<file path="src/hdl/remote_cmd_pkg.sv">
// constants, types and register map of the remote keypad command decoder
// Contract
// - preselect key toggles its lamp; second press clears lamps and aborts input
// - lift select then raise re-enables automatic lift mode when parameterised
// - manual lift parameter: lift select plus raise/lower just moves lift axle
// - lift select then memory one starts traction help in automatic mode only; here it is gated by the auto-lift parameter, not by auto_lift_out
// - stop key cancels traction help, also one started from towing vehicle
// - with levels enabled and an axle preselected, decode levels I, II, III
// - last selected driving level stays current until another is chosen
// - brief driving-level key press alone goes to the current driving level
// - stop plus memory key saves the reference level into that slot
// - memory slots survive ignition-off and need any one axle preselected; storing into a slot checks no preselection here
// - memory key alone starts moving to the stored level at once
// - stop halts all levelling and takes measured level as reference
// - ignition off while stop held enters standby on trailer battery
// - raise/lower and memory accepted only at or below operating speed
// - manual lift commands rejected above the lift-axle speed limit
// - unrecognised multi-key combination accepts nothing and performs stop
// - keypad unplugged triggers stop at once
// - later firmware lets a level change in progress continue on unplug
// - keypad raise/lower overrides an active unloading level
// - bridged data and clock means no keypad; level I right at ignition-on
// - not bridged: level I only once speed exceeds the return speed
// - warning lamp off, flashing on system failure, on for level fault
package remote_cmd_pkg;
  // register byte offsets
  localparam logic [7:0] REG_CTRL = 8'h00;
  localparam logic [7:0] REG_SPEED = 8'h04;
  localparam logic [7:0] REG_LIMITS = 8'h08;
  localparam logic [7:0] REG_STATUS = 8'h0C;
  localparam logic [7:0] REG_MEM = 8'h10;
  localparam logic [7:0] REG_EVENT = 8'h14;
  // control register fields
  localparam int CTRL_AUTO_LIFT = 0;
  localparam int CTRL_LEVELS_EN = 1;
  localparam int CTRL_LATE_FW = 2;
  localparam int CTRL_SYS_FAIL = 3;
  localparam int CTRL_DL_FAULT = 4;
  localparam int CTRL_UNLOAD = 5;
  localparam logic [5:0] CTRL_RESET = 6'h00;
  localparam logic [23:0] LIMITS_RESET = 24'h0A1E0A;
  // key bit positions in a keypad frame, sent lowest bit first
  localparam int KEY_BITS = 9;
  localparam int K_FRONT = 0;
  localparam int K_REAR = 1;
  localparam int K_LIFT = 2;
  localparam int K_RAISE = 3;
  localparam int K_LOWER = 4;
  localparam int K_STOP = 5;
  localparam int K_M1 = 6;
  localparam int K_M2 = 7;
  localparam int K_DL = 8;
  // timing, figures in ns and derived cycle counts at 5 ns
  localparam int CLK_PS = 5000;
  localparam int GAP_NS = 1000;
  localparam int COMBO_NS = 20000;
  localparam int BRIDGE_NS = 10000;
  localparam int LOSS_NS = 100000;
  localparam int FLASH_NS = 250000000;
  localparam int GAP_CYC = (GAP_NS * 1000 + CLK_PS - 1) / CLK_PS;
  localparam int COMBO_CYC = (COMBO_NS * 1000 + CLK_PS - 1) / CLK_PS;
  localparam int BRIDGE_CYC = (BRIDGE_NS * 1000 + CLK_PS - 1) / CLK_PS;
  localparam int LOSS_CYC = (LOSS_NS * 1000 + CLK_PS - 1) / CLK_PS;
  localparam int FLASH_CYC = int'((64'(FLASH_NS) * 64'd1000) / 64'(CLK_PS));
  // commands issued to the levelling logic
  typedef enum logic [3:0] {
    OP_NONE, OP_STOP, OP_DRIVE_LEVEL, OP_MEM_RECALL, OP_MEM_STORE,
    OP_LIFT_UP, OP_LIFT_DOWN, OP_AUTO_ON, OP_TRACTION_ON, OP_STANDBY
  } op_t;
  typedef struct packed {
    logic valid;
    op_t op;
    logic [7:0] arg;
  } cmd_t;
  typedef enum logic [1:0] {KS_IDLE, KS_COLLECT, KS_HELD} key_state_t;
endpackage : remote_cmd_pkg

</file>
<file path="src/hdl/suspension_remote_command_decoder.sv">
// keypad link receiver, key combination decoder and register slave
//
// The implementer's own choices: the Avalon-MM slave port and the placing of the registers.
module suspension_remote_command_decoder
  import remote_cmd_pkg::*;
#(
  parameter int LOSS_CYCLES = LOSS_CYC,
  parameter int FLASH_CYCLES = FLASH_CYC
) (
  input wire logic sys_clk_in,
  input wire logic rst_n_in,
  input wire logic [7:0] avs_address_in,
  input wire logic avs_read_in,
  input wire logic avs_write_in,
  input wire logic [31:0] avs_writedata_in,
  input wire logic [3:0] avs_byteenable_in,
  output logic [31:0] avs_readdata_out,
  output logic avs_waitrequest_out,
  input wire logic keypad_data_in,
  input wire logic keypad_clk_in,
  input wire logic ignition_in,
  input wire logic [7:0] level_in,
  input wire logic level_done_in,
  output cmd_t cmd_out,
  output logic [2:0] preselect_lamp_out,
  output logic raise_hold_out,
  output logic lower_hold_out,
  output logic traction_out,
  output logic auto_lift_out,
  output logic standby_out,
  output logic warning_lamp_out
);
  localparam logic [8:0] KM_FRONT = 9'h001;
  localparam logic [8:0] KM_REAR = 9'h002;
  localparam logic [8:0] KM_LIFT = 9'h004;
  localparam logic [8:0] KM_RAISE = 9'h008;
  localparam logic [8:0] KM_LOWER = 9'h010;
  localparam logic [8:0] KM_STOP = 9'h020;
  localparam logic [8:0] KM_M1 = 9'h040;
  localparam logic [8:0] KM_M2 = 9'h080;
  localparam logic [8:0] KM_DL = 9'h100;

  // two-stage synchronisers for pins
  logic [1:0] dat_sync_ff, clk_sync_ff, ign_sync_ff;
  logic clk_prev_ff, ign_prev_ff;
  always_ff @(posedge sys_clk_in) begin
    if (!rst_n_in) begin
      dat_sync_ff <= 2'h0;
      clk_sync_ff <= 2'h0;
      ign_sync_ff <= 2'h0;
      clk_prev_ff <= 1'b0;
      ign_prev_ff <= 1'b0;
    end else begin
      dat_sync_ff <= {dat_sync_ff[0], keypad_data_in};
      clk_sync_ff <= {clk_sync_ff[0], keypad_clk_in};
      ign_sync_ff <= {ign_sync_ff[0], ignition_in};
      clk_prev_ff <= clk_sync_ff[1];
      ign_prev_ff <= ign_sync_ff[1];
    end
  end
  wire key_dat = dat_sync_ff[1];
  wire key_clk = clk_sync_ff[1];
  wire ign_on = ign_sync_ff[1];
  wire clk_rise = key_clk & ~clk_prev_ff;
  wire ign_rise = ign_on & ~ign_prev_ff;
  wire ign_fall = ~ign_on & ign_prev_ff;

  // frame receiver: bits on keypad clock rising edges, ninth bit ends a frame, idle gap drops a partial one
  logic [8:0] shift_ff;
  logic [3:0] bit_cnt_ff;
  logic [15:0] gap_cnt_ff;
  logic frame_ff;
  always_ff @(posedge sys_clk_in) begin
    if (!rst_n_in) begin
      shift_ff <= 9'h000;
      bit_cnt_ff <= 4'h0;
      gap_cnt_ff <= 16'h0000;
      frame_ff <= 1'b0;
    end else begin
      frame_ff <= 1'b0;
      if (clk_rise) begin
        gap_cnt_ff <= 16'h0000;
        shift_ff <= {key_dat, shift_ff[8:1]};
        if (bit_cnt_ff == 4'(KEY_BITS - 1)) begin
          bit_cnt_ff <= 4'h0;
          frame_ff <= 1'b1;
        end else begin
          bit_cnt_ff <= bit_cnt_ff + 4'h1;
        end
      end else if (gap_cnt_ff == 16'(GAP_CYC)) begin
        bit_cnt_ff <= 4'h0; // partial frame dropped
      end else begin
        gap_cnt_ff <= gap_cnt_ff + 16'h0001;
      end
    end
  end

  // presence and bridged-line detection
  logic [31:0] loss_cnt_ff;
  logic [15:0] bridge_cnt_ff;
  logic present_ff, bridged_ff;
  always_ff @(posedge sys_clk_in) begin
    if (!rst_n_in) begin
      loss_cnt_ff <= 32'h0000_0000;
      bridge_cnt_ff <= 16'h0000;
      present_ff <= 1'b0;
      bridged_ff <= 1'b0;
    end else begin
      if (frame_ff) begin
        loss_cnt_ff <= 32'h0000_0000;
        present_ff <= 1'b1;
      end else if (loss_cnt_ff == 32'(LOSS_CYCLES)) begin
        present_ff <= 1'b0;
      end else begin
        loss_cnt_ff <= loss_cnt_ff + 32'h0000_0001;
      end
      // tied pair reads equal and low for the whole window
      if (present_ff || key_dat != key_clk || key_clk) begin
        bridge_cnt_ff <= 16'h0000;
        bridged_ff <= 1'b0;
      end else if (bridge_cnt_ff == 16'(BRIDGE_CYC)) begin
        bridged_ff <= 1'b1;
      end else begin
        bridge_cnt_ff <= bridge_cnt_ff + 16'h0001;
      end
    end
  end
  wire unplug = present_ff & ~frame_ff & (loss_cnt_ff == 32'(LOSS_CYCLES));

  // debounce: a key pattern counts once two frames agree
  logic [8:0] last_ff, keys_ff;
  always_ff @(posedge sys_clk_in) begin
    if (!rst_n_in) begin
      last_ff <= 9'h000;
      keys_ff <= 9'h000;
    end else if (!present_ff) begin
      last_ff <= 9'h000;
      keys_ff <= 9'h000;
    end else if (frame_ff) begin
      last_ff <= shift_ff;
      if (shift_ff == last_ff) begin
        keys_ff <= shift_ff;
      end
    end
  end

  // combination window: keys seen in the window are OR-ed then decoded
  key_state_t kst_ff;
  logic [8:0] acc_ff;
  logic [15:0] win_cnt_ff;
  logic fire, release_ev;
  always_ff @(posedge sys_clk_in) begin
    if (!rst_n_in) begin
      kst_ff <= KS_IDLE;
      acc_ff <= 9'h000;
      win_cnt_ff <= 16'h0000;
    end else begin
      unique case (kst_ff)
        KS_IDLE: begin
          if (keys_ff != 9'h000) begin
            acc_ff <= keys_ff;
            win_cnt_ff <= 16'h0000;
            kst_ff <= KS_COLLECT;
          end
        end
        KS_COLLECT: begin
          acc_ff <= acc_ff | keys_ff;
          win_cnt_ff <= win_cnt_ff + 16'h0001;
          if (keys_ff == 9'h000) begin
            kst_ff <= KS_IDLE;
          end else if (win_cnt_ff == 16'(COMBO_CYC - 1)) begin
            kst_ff <= KS_HELD;
          end
        end
        KS_HELD: begin
          if (keys_ff == 9'h000) begin
            kst_ff <= KS_IDLE;
          end
        end
      endcase
    end
  end
  // decode at window end, or at release if keys let go inside the window
  assign fire = (kst_ff == KS_COLLECT) &&
                (keys_ff == 9'h000 || win_cnt_ff == 16'(COMBO_CYC - 1));
  assign release_ev = (kst_ff != KS_IDLE) && (keys_ff == 9'h000);

  // software registers
  logic [5:0] ctrl_ff;
  logic [7:0] speed_ff;
  logic [23:0] limits_ff;
  logic ack_ff;
  logic unload_clr;
  wire wr_go = avs_write_in & ack_ff;
  wire [7:0] oper_lim = limits_ff[7:0];
  wire [7:0] lift_lim = limits_ff[15:8];
  wire [7:0] return_spd = limits_ff[23:16];
  wire speed_ok = speed_ff <= oper_lim;
  wire lift_ok = speed_ff <= lift_lim;

  function automatic logic [31:0] merge(input logic [31:0] old_v,
                                        input logic [31:0] new_v,
                                        input logic [3:0] be);
    logic [31:0] r;
    r = old_v;
    for (int i = 0; i < 4; i++) begin
      if (be[i]) begin
        r[i*8 +: 8] = new_v[i*8 +: 8];
      end
    end
    return r;
  endfunction : merge

  // byte-lane merged write words for each writable register
  wire [31:0] ctrl_wr = merge({26'h0, ctrl_ff}, avs_writedata_in,
                              avs_byteenable_in);
  wire [31:0] speed_wr = merge({24'h0, speed_ff}, avs_writedata_in,
                               avs_byteenable_in);
  wire [31:0] limits_wr = merge({8'h0, limits_ff}, avs_writedata_in,
                                avs_byteenable_in);

  always_ff @(posedge sys_clk_in) begin
    if (!rst_n_in) begin
      ctrl_ff <= CTRL_RESET;
      speed_ff <= 8'h00;
      limits_ff <= LIMITS_RESET;
    end else begin
      if (wr_go && avs_address_in == REG_CTRL) begin
        ctrl_ff <= ctrl_wr[5:0];
      end else if (unload_clr) begin
        ctrl_ff[CTRL_UNLOAD] <= 1'b0;
      end
      if (wr_go && avs_address_in == REG_SPEED) begin
        speed_ff <= speed_wr[7:0];
      end
      if (wr_go && avs_address_in == REG_LIMITS) begin
        limits_ff <= limits_wr[23:0];
      end
    end
  end

  // levelling control state
  logic [2:0] presel_ff;
  logic [1:0] cur_dl_ff;
  logic [7:0] ref_ff;
  logic busy_ff, raise_ff, lower_ff, trac_ff, auto_ff, stby_ff, dl1_ff;
  logic [8:0] ev_keys_ff;
  cmd_t cmd_ff;
  logic save1, save2;
  wire any_presel = |presel_ff;
  wire levels_ok = ctrl_ff[CTRL_LEVELS_EN] & any_presel;
  wire auto_par = ctrl_ff[CTRL_AUTO_LIFT];
  wire keep_move = ctrl_ff[CTRL_LATE_FW] & busy_ff;
  wire unplug_stop = unplug & ~keep_move;
  wire single = $onehot(acc_ff);
  wire key_stop = fire && (acc_ff == KM_STOP ||
                  (!single && acc_ff != (KM_FRONT | KM_REAR) &&
                   acc_ff != (KM_STOP | KM_M1) &&
                   acc_ff != (KM_STOP | KM_M2) &&
                   acc_ff != (KM_M1 | KM_DL) && acc_ff != (KM_M2 | KM_DL) &&
                   acc_ff != (KM_DL | KM_RAISE)));
  wire do_stop = key_stop | unplug_stop;
  logic [7:0] slot1_ff, slot2_ff;
  assign save1 = fire && acc_ff == (KM_STOP | KM_M1);
  assign save2 = fire && acc_ff == (KM_STOP | KM_M2);
  assign unload_clr = fire && (acc_ff == KM_RAISE || acc_ff == KM_LOWER) &&
                      !presel_ff[K_LIFT] && any_presel && speed_ok;

  always_ff @(posedge sys_clk_in) begin
    if (!rst_n_in) begin
      presel_ff <= 3'h0;
      cur_dl_ff <= 2'h1;
      ref_ff <= 8'h00;
      busy_ff <= 1'b0;
      raise_ff <= 1'b0;
      lower_ff <= 1'b0;
      trac_ff <= 1'b0;
      auto_ff <= 1'b0;
      stby_ff <= 1'b0;
      dl1_ff <= 1'b0;
      ev_keys_ff <= 9'h000;
      cmd_ff <= '0;
    end else begin
      cmd_ff <= '0;
      if (level_done_in) begin
        busy_ff <= 1'b0; // started process ran to completion
      end
      if (release_ev) begin
        raise_ff <= 1'b0;
        lower_ff <= 1'b0;
        if (acc_ff == KM_DL && levels_ok) begin
          cmd_ff <= '{1'b1, OP_DRIVE_LEVEL, {6'h0, cur_dl_ff}};
          busy_ff <= 1'b1;
        end
      end
      if (fire) begin
        ev_keys_ff <= acc_ff;
      end
      if (ign_fall && keys_ff[K_STOP]) begin
        stby_ff <= 1'b1;
        cmd_ff <= '{1'b1, OP_STANDBY, 8'h00};
      end else if (ign_rise) begin
        stby_ff <= 1'b0;
        dl1_ff <= 1'b0;
      end else if (do_stop) begin
        busy_ff <= 1'b0;
        raise_ff <= 1'b0;
        lower_ff <= 1'b0;
        trac_ff <= 1'b0;
        ref_ff <= level_in;
        cmd_ff <= '{1'b1, OP_STOP, level_in};
      end else if (fire) begin
        if (acc_ff == (KM_FRONT | KM_REAR)) begin
          presel_ff <= 3'b011;
        end else if (acc_ff == KM_FRONT || acc_ff == KM_REAR ||
                     acc_ff == KM_LIFT) begin
          if (|(presel_ff & acc_ff[2:0])) begin
            presel_ff <= 3'h0;
          end else begin
            presel_ff <= presel_ff | acc_ff[2:0];
          end
        end else if (save1 || save2) begin
          cmd_ff <= '{1'b1, OP_MEM_STORE, {7'h0, save2}};
        end else if (acc_ff == (KM_M1 | KM_DL) ||
                     acc_ff == (KM_M2 | KM_DL) ||
                     acc_ff == (KM_DL | KM_RAISE)) begin
          if (levels_ok) begin
            cur_dl_ff <= acc_ff[K_M1] ? 2'h1 : acc_ff[K_M2] ? 2'h2 : 2'h3;
            busy_ff <= 1'b1;
            cmd_ff <= '{1'b1, OP_DRIVE_LEVEL,
                        acc_ff[K_M1] ? 8'h01 : acc_ff[K_M2] ? 8'h02 : 8'h03};
          end
        end else if (acc_ff == KM_M1 && presel_ff == KM_LIFT[2:0]) begin
          if (auto_par) begin
            trac_ff <= 1'b1;
            cmd_ff <= '{1'b1, OP_TRACTION_ON, 8'h00};
          end
        end else if (acc_ff == KM_M1 || acc_ff == KM_M2) begin
          if (any_presel && speed_ok) begin
            busy_ff <= 1'b1;
            cmd_ff <= '{1'b1, OP_MEM_RECALL,
                        acc_ff[K_M1] ? slot1_ff : slot2_ff};
          end
        end else if (acc_ff == KM_RAISE || acc_ff == KM_LOWER) begin
          if (presel_ff[K_LIFT]) begin
            if (lift_ok) begin
              if (acc_ff == KM_LOWER) begin
                auto_ff <= 1'b0;
                cmd_ff <= '{1'b1, OP_LIFT_DOWN, 8'h00};
              end else if (auto_par) begin
                auto_ff <= 1'b1;
                cmd_ff <= '{1'b1, OP_AUTO_ON, 8'h00};
              end else begin
                cmd_ff <= '{1'b1, OP_LIFT_UP, 8'h00};
              end
            end
          end else if (any_presel && speed_ok) begin
            raise_ff <= acc_ff[K_RAISE];
            lower_ff <= acc_ff[K_LOWER];
          end
        end
      end else if (ign_on && !dl1_ff &&
                   (bridged_ff || speed_ff > return_spd)) begin
        dl1_ff <= 1'b1;
        cur_dl_ff <= 2'h1;
        busy_ff <= 1'b1;
        cmd_ff <= '{1'b1, OP_DRIVE_LEVEL, 8'h01};
      end
    end
  end

  // memory slots carry no reset so they outlive ignition-off
  always_ff @(posedge sys_clk_in) begin
    if (save1 && !do_stop) begin
      slot1_ff <= ref_ff;
    end
    if (save2 && !do_stop) begin
      slot2_ff <= ref_ff;
    end
  end

  // warning lamp with flash divider
  logic [31:0] flash_cnt_ff;
  logic flash_ff, lamp_ff;
  always_ff @(posedge sys_clk_in) begin
    if (!rst_n_in) begin
      flash_cnt_ff <= 32'h0000_0000;
      flash_ff <= 1'b0;
      lamp_ff <= 1'b0;
    end else begin
      if (flash_cnt_ff == 32'(FLASH_CYCLES - 1)) begin
        flash_cnt_ff <= 32'h0000_0000;
        flash_ff <= ~flash_ff;
      end else begin
        flash_cnt_ff <= flash_cnt_ff + 32'h0000_0001;
      end
      if (ctrl_ff[CTRL_SYS_FAIL]) begin
        lamp_ff <= flash_ff;
      end else begin
        lamp_ff <= ctrl_ff[CTRL_DL_FAULT];
      end
    end
  end

  // bus slave: one wait cycle, read data loaded while waitrequest is high
  always_ff @(posedge sys_clk_in) begin
    if (!rst_n_in) begin
      ack_ff <= 1'b0;
      avs_readdata_out <= 32'h0000_0000;
    end else begin
      ack_ff <= (avs_read_in | avs_write_in) & ~ack_ff;
      if (avs_read_in && !ack_ff) begin
        unique case (avs_address_in)
          REG_CTRL: avs_readdata_out <= {26'h0, ctrl_ff};
          REG_SPEED: avs_readdata_out <= {24'h0, speed_ff};
          REG_LIMITS: avs_readdata_out <= {8'h0, limits_ff};
          REG_STATUS: avs_readdata_out <= {19'h0, lower_ff, raise_ff,
            busy_ff, bridged_ff, present_ff, stby_ff, trac_ff, auto_ff,
            cur_dl_ff, presel_ff};
          REG_MEM: avs_readdata_out <= {8'h0, ref_ff, slot2_ff, slot1_ff};
          REG_EVENT: avs_readdata_out <= {19'h0, ev_keys_ff, cmd_ff.op};
          default: avs_readdata_out <= 32'h0000_0000;
        endcase
      end
    end
  end
  assign avs_waitrequest_out = (avs_read_in | avs_write_in) & ~ack_ff;

  // registered outputs
  assign cmd_out = cmd_ff;
  assign preselect_lamp_out = presel_ff;
  assign raise_hold_out = raise_ff;
  assign lower_hold_out = lower_ff;
  assign traction_out = trac_ff;
  assign auto_lift_out = auto_ff;
  assign standby_out = stby_ff;
  assign warning_lamp_out = lamp_ff;
endmodule : suspension_remote_command_decoder

</file>
<file path="config.mk">
export PLATFORM = sky130hd
export DESIGN_NAME = suspension_remote_command_decoder
export DESIGN_NICKNAME = d
export VERILOG_FILES = /design/src/hdl/remote_cmd_pkg.sv /design/src/hdl/suspension_remote_command_decoder.sv
export SDC_FILE = /design/constraint.sdc
export NUM_CORES = 1
export LEC_CHECK = 0
export BUFFER_PORTS_ARGS = -buffer_cell sky130_fd_sc_hd__buf_2
export CORE_AREA = 8 8 228 121
export DETAILED_ROUTE_END_ITERATION = 7
export DIE_AREA = 0 0 236 129
export PLACE_DENSITY_LB_ADDON = 0.12
export SYNTH_ARGS = -nofsm -noshare
export SYNTH_HDL_FRONTEND = slang
export SYNTH_SLANG_ARGS = --single-unit
</file>
<file path="constraint.sdc">
create_clock -name sys_clk_in -period 5.34 [get_ports sys_clk_in]
set_clock_uncertainty 0.1 [all_clocks]
set_input_delay 0.801 -clock sys_clk_in [delete_from_list [all_inputs] [get_ports sys_clk_in]]
set_output_delay 0.801 -clock sys_clk_in [all_outputs]
set_load 0.005 [all_outputs]
</file>
==> results of run 1 <==
## sequential cells by signal (all words and copies together), names as in the netlist, 9 cells and up
name              count
ev_keys_ff            9
last_ff               9
shift_ff              9
avs_readdata_out     24
acc_ff                9
limits_ff            24
keys_ff               9
cmd_out              13
bridge_cnt_ff        16
loss_cnt_ff          32
flash_cnt_ff         32
gap_cnt_ff           16
win_cnt_ff           16
## metal layers
layer | share of wire, % | global-route usage [%]
met1 | 49 | 36.25
met2 | 36 | 28.65
met3 | 14 | 11.29
met4 | 1.5 | 3.894
met5 | 0 | 0
## metrics by stage
stage	instances	hold slack (ns)
floorplan	1511	0.3119
global placement	1879	0.3193
detailed placement	1879	0.3181
CTS	1926	0.3324
global route	1926	0.3402
finish	1926	0.3335
## power groups by stage
stage                     Combinational (W)  Sequential, W  Clock (W)
final                              0.000181        0.00222    0.00193
after global routing               0.000198        0.00222    0.00205
after CTS                          0.000178        0.00222    0.00197
after detailed placement           0.000177        0.00227          0
after global placement             0.000174        0.00227          0
after floorplan                    0.000112        0.00225          0
## cell usage in the layout, fill, tap and decap left out, types with 31 or more instances in the layout
cell / synthesis / final
xor2_1: 59 / 59
ha_1: 43 / 43
nand4_1: 31 / 31
o21ai_0: 46 / 45
nand3_1: 49 / 49
nor2_1: 237 / 237
nand2_1: 155 / 155
buf_2: 3 / 97
mux2i_1: 50 / 50
dfxtp_1: 272 / 272
xnor2_1: 39 / 39
a21oi_1: 94 / 94
inv_1: 63 / 62
## worst max-delay path by stage
stage          depth (start not counted)               endpoint
6_report                              15  slot2_ff[3]$_DFFE_PP_
5_1_grt                               15  slot2_ff[1]$_DFFE_PP_
4_1_cts                               15  slot2_ff[4]$_DFFE_PP_
3_5_place_dp                          15  slot2_ff[3]$_DFFE_PP_
3_3_place_gp                          15  slot1_ff[5]$_DFFE_PP_
2_1_floorplan                         14  slot1_ff[0]$_DFFE_PP_
## layout make-up
cell class                 instances  area (um2)  area share, %
multi-input combinational       1095        6690          45.44
sequential                       288        5926          40.25
clock buffer                      39       769.5          5.227
timing repair buffer             111       590.6          4.012
tap                              322       402.9          2.737
inverter                          63       236.5          1.606
clock inverter                     8       106.4         0.7224
## cells by family after synthesis
| family | Yosys count |
|---|---|
| AO/OA/AOI/OAI | 249 |
| AND/OR/NAND/NOR | 633 |
| buffers and inverters | 128 |
| multiplexers | 59 |
| XOR/XNOR | 98 |
| flip-flops | 288 |
| other | 1 |
| adder cells (fa/ha/maj) | 48 |
==> key figures, run 1 <==
Placed design
  – Post-Place Worst Slack: 0.4564 ns
  – Detailed Place HPWL: 28,190 um
  – Post-Place Cell Area: 13,850 um2
  – # port buffers: 97
  – Final GP Congestion: 0.9505

Timing
  – Rel. slew slack: 15.17%
  – Minimum clock period: 4.960 ns
  – Final Hold Viols: 0
  – Total Neg Setup Slack: 0 ns
  – Fin crit share: 92.89%
  – Unrepaired setup endpoints after global routing: no
  – Fin. max-slew vios: 0
  – # setup viols final: 0
  – Fin worst setup slack: 0.3797 ns
  – Fmax: 201.6 MHz
  – Worst-Margin Slew: 1.256 ns

Worst setup path
  – CP required: 5.52 ns
  – CP cell instances: inv_1 > fa_1 > fa_1 > fa_1 > fa_1 > fa_1 > nor2_1 > a31oi_1 > nor3b_1 > nor3_1 > or4_4 > inv_1 > nand2_1 > nor2_1 > buf_4
  – Critical path buffer and inverter count: 3
  – Critical path launch point type: flop
  – Critical path launch point: acc_ff[3]$_SDFFE_PN0P_
  – CP delay by family, top: adder cells
  – Type of the worst setup path: reg2reg
  – Max stage delay on crit path: 0.63 ns
  – R2R Path End: slot2_ff[3]$_DFFE_PP_
  – Reg2reg setup slack: 0.38 ns
  – Arrival time at the worst endpoint: 5.14 ns
  – Max FO, Critical Path: 8
  – Endpoint type of the worst setup path: flop
  – R2R depth: 15
  – CP dominant cell by count: fa_1
  – R2r startpoint: acc_ff[3]$_SDFFE_PN0P_
  – Crit path max-delay cell type: or4_4

Synthesis
  – Mapped Avg Cell Area: 8.715 um2
  – Post-synth top area cell: dfxtp_1
  – Commonest cells post-synth: dfxtp_1 (272), nor2_1 (237), nand2_1 (155), a21oi_1 (94), inv_1 (63)
  – Synth Cell Area: 13,110 um2
  – Adder-cell share of the synthesized area: 4.868%
  – EDFF count, synth: 16
  – XOR/XNOR share of the synthesized area: 6.548%
  – Most used DFF post-synth: dfxtp_1
  – Most frequent cell after synthesis: dfxtp_1
  – Seq cells post-synth: 288
  – Share of the synthesized area in the top cell type: 41.54%
  – Compound-gate portion of the synthesized area: 12.01%
  – Simple-gate share of the synthesized area: 22.77%
  – Distinct cells, synth: 63
  – Yosys Warn Count: 0
  – Cells after synthesis: 1,504
  – Async set-reset flop share out of synthesis: 0%
  – Register area share after synthesis: 45.21%
  – Synth area leaders: dfxtp_1 (42%), nor2_1 (6.8%), nand2_1 (4.4%)
  – Mux share of post-synthesis cell area: 4.591%
  – Largest family of logic cells by synthesized area: simple AND/OR/NAND/NOR gates

Power and ir drop
  – PwrDens: 294.1 nW/um2
  – Total chip power: 0.004329 W
  – Net Sw Frac: 22.81%
  – Comb pwr share: 4.2%
  – Clk pwr share: 44.5%
  – Int Power: 0.003342 W
  – Sequential power share: 51.3%
  – Leak pwr: 5.666 nW
  – Worst vdd ir: 0.3688 mV
  – Switching power: 0.0009874 W

Global route
  – First-pass GRT wire length: 57,440 um
  – Antenna violations before repair: 0
  – GRT Total Usage: 23.59%
  – Largest net degree at the start of global routing: 65
  – Vias in the first global route: 9,992
  – GR Overflow Total: 0

Outcome
  – Status: completed

Clocking
  – Worst-path clk slew: 0.07 ns
  – Num CTS Buffers: 26
  – Worst skew pair latency: 0.56 ns
  – CTS tree: built
  – Post-CTS Setup Inserts: 0
  – # H-tree levels: 1
  – Resized Gates After CTS: 0
  – CTS Hold Buffers Added: 0
  – Clock Path Buffers: 3
  – Clk root buf: clkbuf_16
  – Sink Count: 288

Min path
  – Worst hold path class: reg2reg
  – Hold path depth: 1
  – Worst hold start: dat_sync_ff[0]$_SDFF_PN0_
  – Hold EP: dat_sync_ff[1]$_SDFF_PN0_

Floorplan
  – Die Ht: 129 um
  – Core area: 24,470 um2
  – Initial Util: 53.57%
  – Row cnt: 41
  – Die X: 236 um
  – Die area: 30,440 um2
  – Ports: 115

Route
  – Vias per inst: 5.812
  – WL/cell: 19.35 um
  – DRT Pass-1 Iters: 6
  – DRT iter0 DRCs: 1,285
  – Via count: 11.19k
  – DRC Markers: 0
  – WL final: 37,260 um
  – Post-DRT Antenna Nets: 0

Final layout
  – Layout area overhead: 12.31%
  – Final Util: 60.16%
  – Fill cells: 2,170
  – Diodes inserted: 0
  – Fin area: 14,720 um2
  – Final #Nets: 1,693
  – Share of cells above drive strength 1: 10.79%

Job
  – Max-cap viol count: 0
(Power assumes the default switching activity.)
==> run 2: changes to the inputs <==
--- a/config.mk
+++ b/config.mk
@@ -10,6 +10,7 @@
 export DETAILED_ROUTE_END_ITERATION = 7
 export DIE_AREA = 0 0 236 129
 export PLACE_DENSITY_LB_ADDON = 0.12
+export RECOVER_POWER = 100
 export SYNTH_ARGS = -nofsm -noshare
 export SYNTH_HDL_FRONTEND = slang
 export SYNTH_SLANG_ARGS = --single-unit
==> key figures, run 2 (synthesis results as in run 1) <==
Floorplan
  – Die X: 236 um
  – Row cnt: 41
  – Die area: 30,440 um2
  – Die Ht: 129 um
  – Core area: 24,470 um2
  – Ports: 115
  – Initial Util: 53.57%

Global route
  – GR Overflow Total: 0
  – Antenna violations before repair: 0
  – GRT Total Usage: 23.59%
  – Largest net degree at the start of global routing: 65
  – Vias in the first global route: 9,992
  – First-pass GRT wire length: 57,440 um

Timing
  – Final hold slack: 0.3335 ns
  – Fin crit share: 94.14%
  – Minimum clock period: 5.027 ns
  – Worst-Margin Slew: 3.129 ns
  – Total Neg Setup Slack: 0 ns
  – Fmax: 198.9 MHz
  – Fin. max-slew vios: 89
  – Final Hold Viols: 0
  – # setup viols final: 0
  – Rel. slew slack: -108.6%
  – Unrepaired setup endpoints after global routing: no

Worst setup path
  – Critical path launch point type: flop
  – Crit path max-delay cell type: or4_4
  – CP cell instances: inv_1 > fa_1 > fa_1 > fa_1 > fa_1 > fa_1 > nor2_1 > a31oi_1 > nor3b_1 > nor3_1 > or4_4 > inv_1 > nand2_1 > nor2_1 > clkbuf_2
  – CP dominant cell by count: fa_1
  – Max stage delay on crit path: 0.63 ns
  – Critical path buffer and inverter count: 3
  – Max FO, Critical Path: 8
  – Arrival time at the worst endpoint: 5.19 ns
  – Endpoint type of the worst setup path: flop
  – Type of the worst setup path: reg2reg
  – CP delay by family, top: adder cells
  – CP required: 5.51 ns

Power and ir drop
  – Comb pwr share: 4.0%
  – Net Sw Frac: 22.89%
  – PwrDens: 296.2 nW/um2
  – Int Power: 0.003337 W
  – Switching power: 0.0009904 W
  – Clk pwr share: 44.7%
  – Leak pwr: 5.438 nW
  – Sequential power share: 51.3%
  – Total chip power: 0.004327 W
  – Worst vdd ir: 0.3685 mV

Clocking
  – # H-tree levels: 1
  – Clk root buf: clkbuf_16
  – Worst skew pair latency: 0.57 ns
  – Resized Gates After CTS: 0
  – Worst-path clk slew: 0.07 ns
  – Post-CTS Setup Inserts: 0
  – Num CTS Buffers: 26
  – Sink Count: 288
  – Clock Path Buffers: 3
  – CTS Hold Buffers Added: 0
  – CTS tree: built

Min path
  – Worst hold path class: reg2reg

Route
  – DRT Pass-1 Iters: 6
  – Post-DRT Antenna Nets: 0
  – Vias per inst: 5.782
  – DRC Markers: 0
  – DRT iter0 DRCs: 1,326
  – WL final: 37,230 um
  – Via count: 11.14k
  – WL/cell: 19.32 um

Final layout
  – Layout area overhead: 11.44%
  – Final #Nets: 1,693
  – Fin area: 14,610 um2
  – Most common cell after layout, fill and taps aside: dfxtp_1
  – Most frequent cells in the layout: dfxtp_1 (272), nor2_1 (237), nand2_1 (155), a21oi_1 (94), inv_1 (63)
  – Share of cells above drive strength 1: 7.232%
  – Biggest regs: flash_cnt_ff: 32 flops, loss_cnt_ff: 32 flops
  – Fill cells: 2,208
  – Final cell count without fillers: 1,927

Placed design
  – Final GP Congestion: 0.9505
  – # port buffers: 97
  – Detailed Place HPWL: 28,190 um
  – Placed insts: 1,879
  – Post-Place Cell Area: 13,850 um2

Outcome
  – Status: complete, but fails checks
  – Failing checks: capacitance limit, slew limit

Job
  – Max-cap viol count: 2
==> run 2: cell types whose count changed in the layout (fill, tap and decap cells not counted), moves of 4 or more <==
cell / before / now
clkbuf_1: 6 / 57
buf_2: 97 / 53
buf_4: 14 / 5
and2_0: 0 / 4
and2_1: 10 / 6
==> run 2: final cells by class <==
cell class                 instances  area (um2)  share of cell area [%]
antenna                            1       2.502                 0.01713
tap                              322       402.9                   2.758
timing repair buffer             111       503.0                   3.444
inverter                          63       236.5                   1.619
sequential                       288        5926                   40.57
clock buffer                      39       769.5                   5.268
clock inverter                     8       106.4                  0.7281
multi-input combinational       1095        6660                   45.60
==> run 2: final timing paths <==
kind                                           startpoint                   endpoint  slack (ns)  cells after the start
worst max-delay path               acc_ff[3]$_SDFFE_PN0P_      slot2_ff[3]$_DFFE_PP_        0.31                     15
worst min register to register  dat_sync_ff[0]$_SDFF_PN0_  dat_sync_ff[1]$_SDFF_PN0_        0.33                      1
worst max register to register     acc_ff[3]$_SDFFE_PN0P_      slot2_ff[3]$_DFFE_PP_        0.31                     15
worst min-delay path            dat_sync_ff[0]$_SDFF_PN0_  dat_sync_ff[1]$_SDFF_PN0_        0.33                      1
==> run 2: per-layer routing <==
| layer | GRT usage, % | up-vias | share of wire, % |
|---|---|---|---|
| li1 | - | 5374 | - |
| met1 | 36.25 | 5274 | 49 |
| met2 | 28.65 | 456 | 36 |
| met3 | 11.29 | 38 | 14 |
| met4 | 3.894 | 0 | 1.4 |
| met5 | 0 | - | 0 |
==> run 2: power by group through the flow <==
stage	clock (W)	combinational (W)	sequential (W)
3_3_place_gp	0	0.000174	0.00227
4_1_cts	0.00197	0.000178	0.00222
2_1_floorplan	0	0.000112	0.00225
5_1_grt	0.00205	0.000192	0.00222
3_5_place_dp	0	0.000177	0.00227
6_report	0.00193	0.000175	0.00222
==> run 2: metrics by stage <==
step                      worst slack (ns)  utilization [%]
after global routing               0.07737            59.68
after global placement              0.4781            56.58
after floorplan                     0.6005                -
final                               0.3128            59.69
after CTS                           0.4404            60.16
after detailed placement            0.4564            56.58
==> run 2: worst register-to-register path, cell delays in order (launching register included) <==
cell and delay [ns]:
dfxtp_1 0.49, inv_1 0.19, fa_1 0.48, fa_1 0.54
fa_1 0.44, fa_1 0.41, fa_1 0.39, nor2_1 0.11
a31oi_1 0.10, nor3b_1 0.18, nor3_1 0.10, or4_4 0.63
inv_1 0.14, nand2_1 0.09, nor2_1 0.13, clkbuf_2 0.23
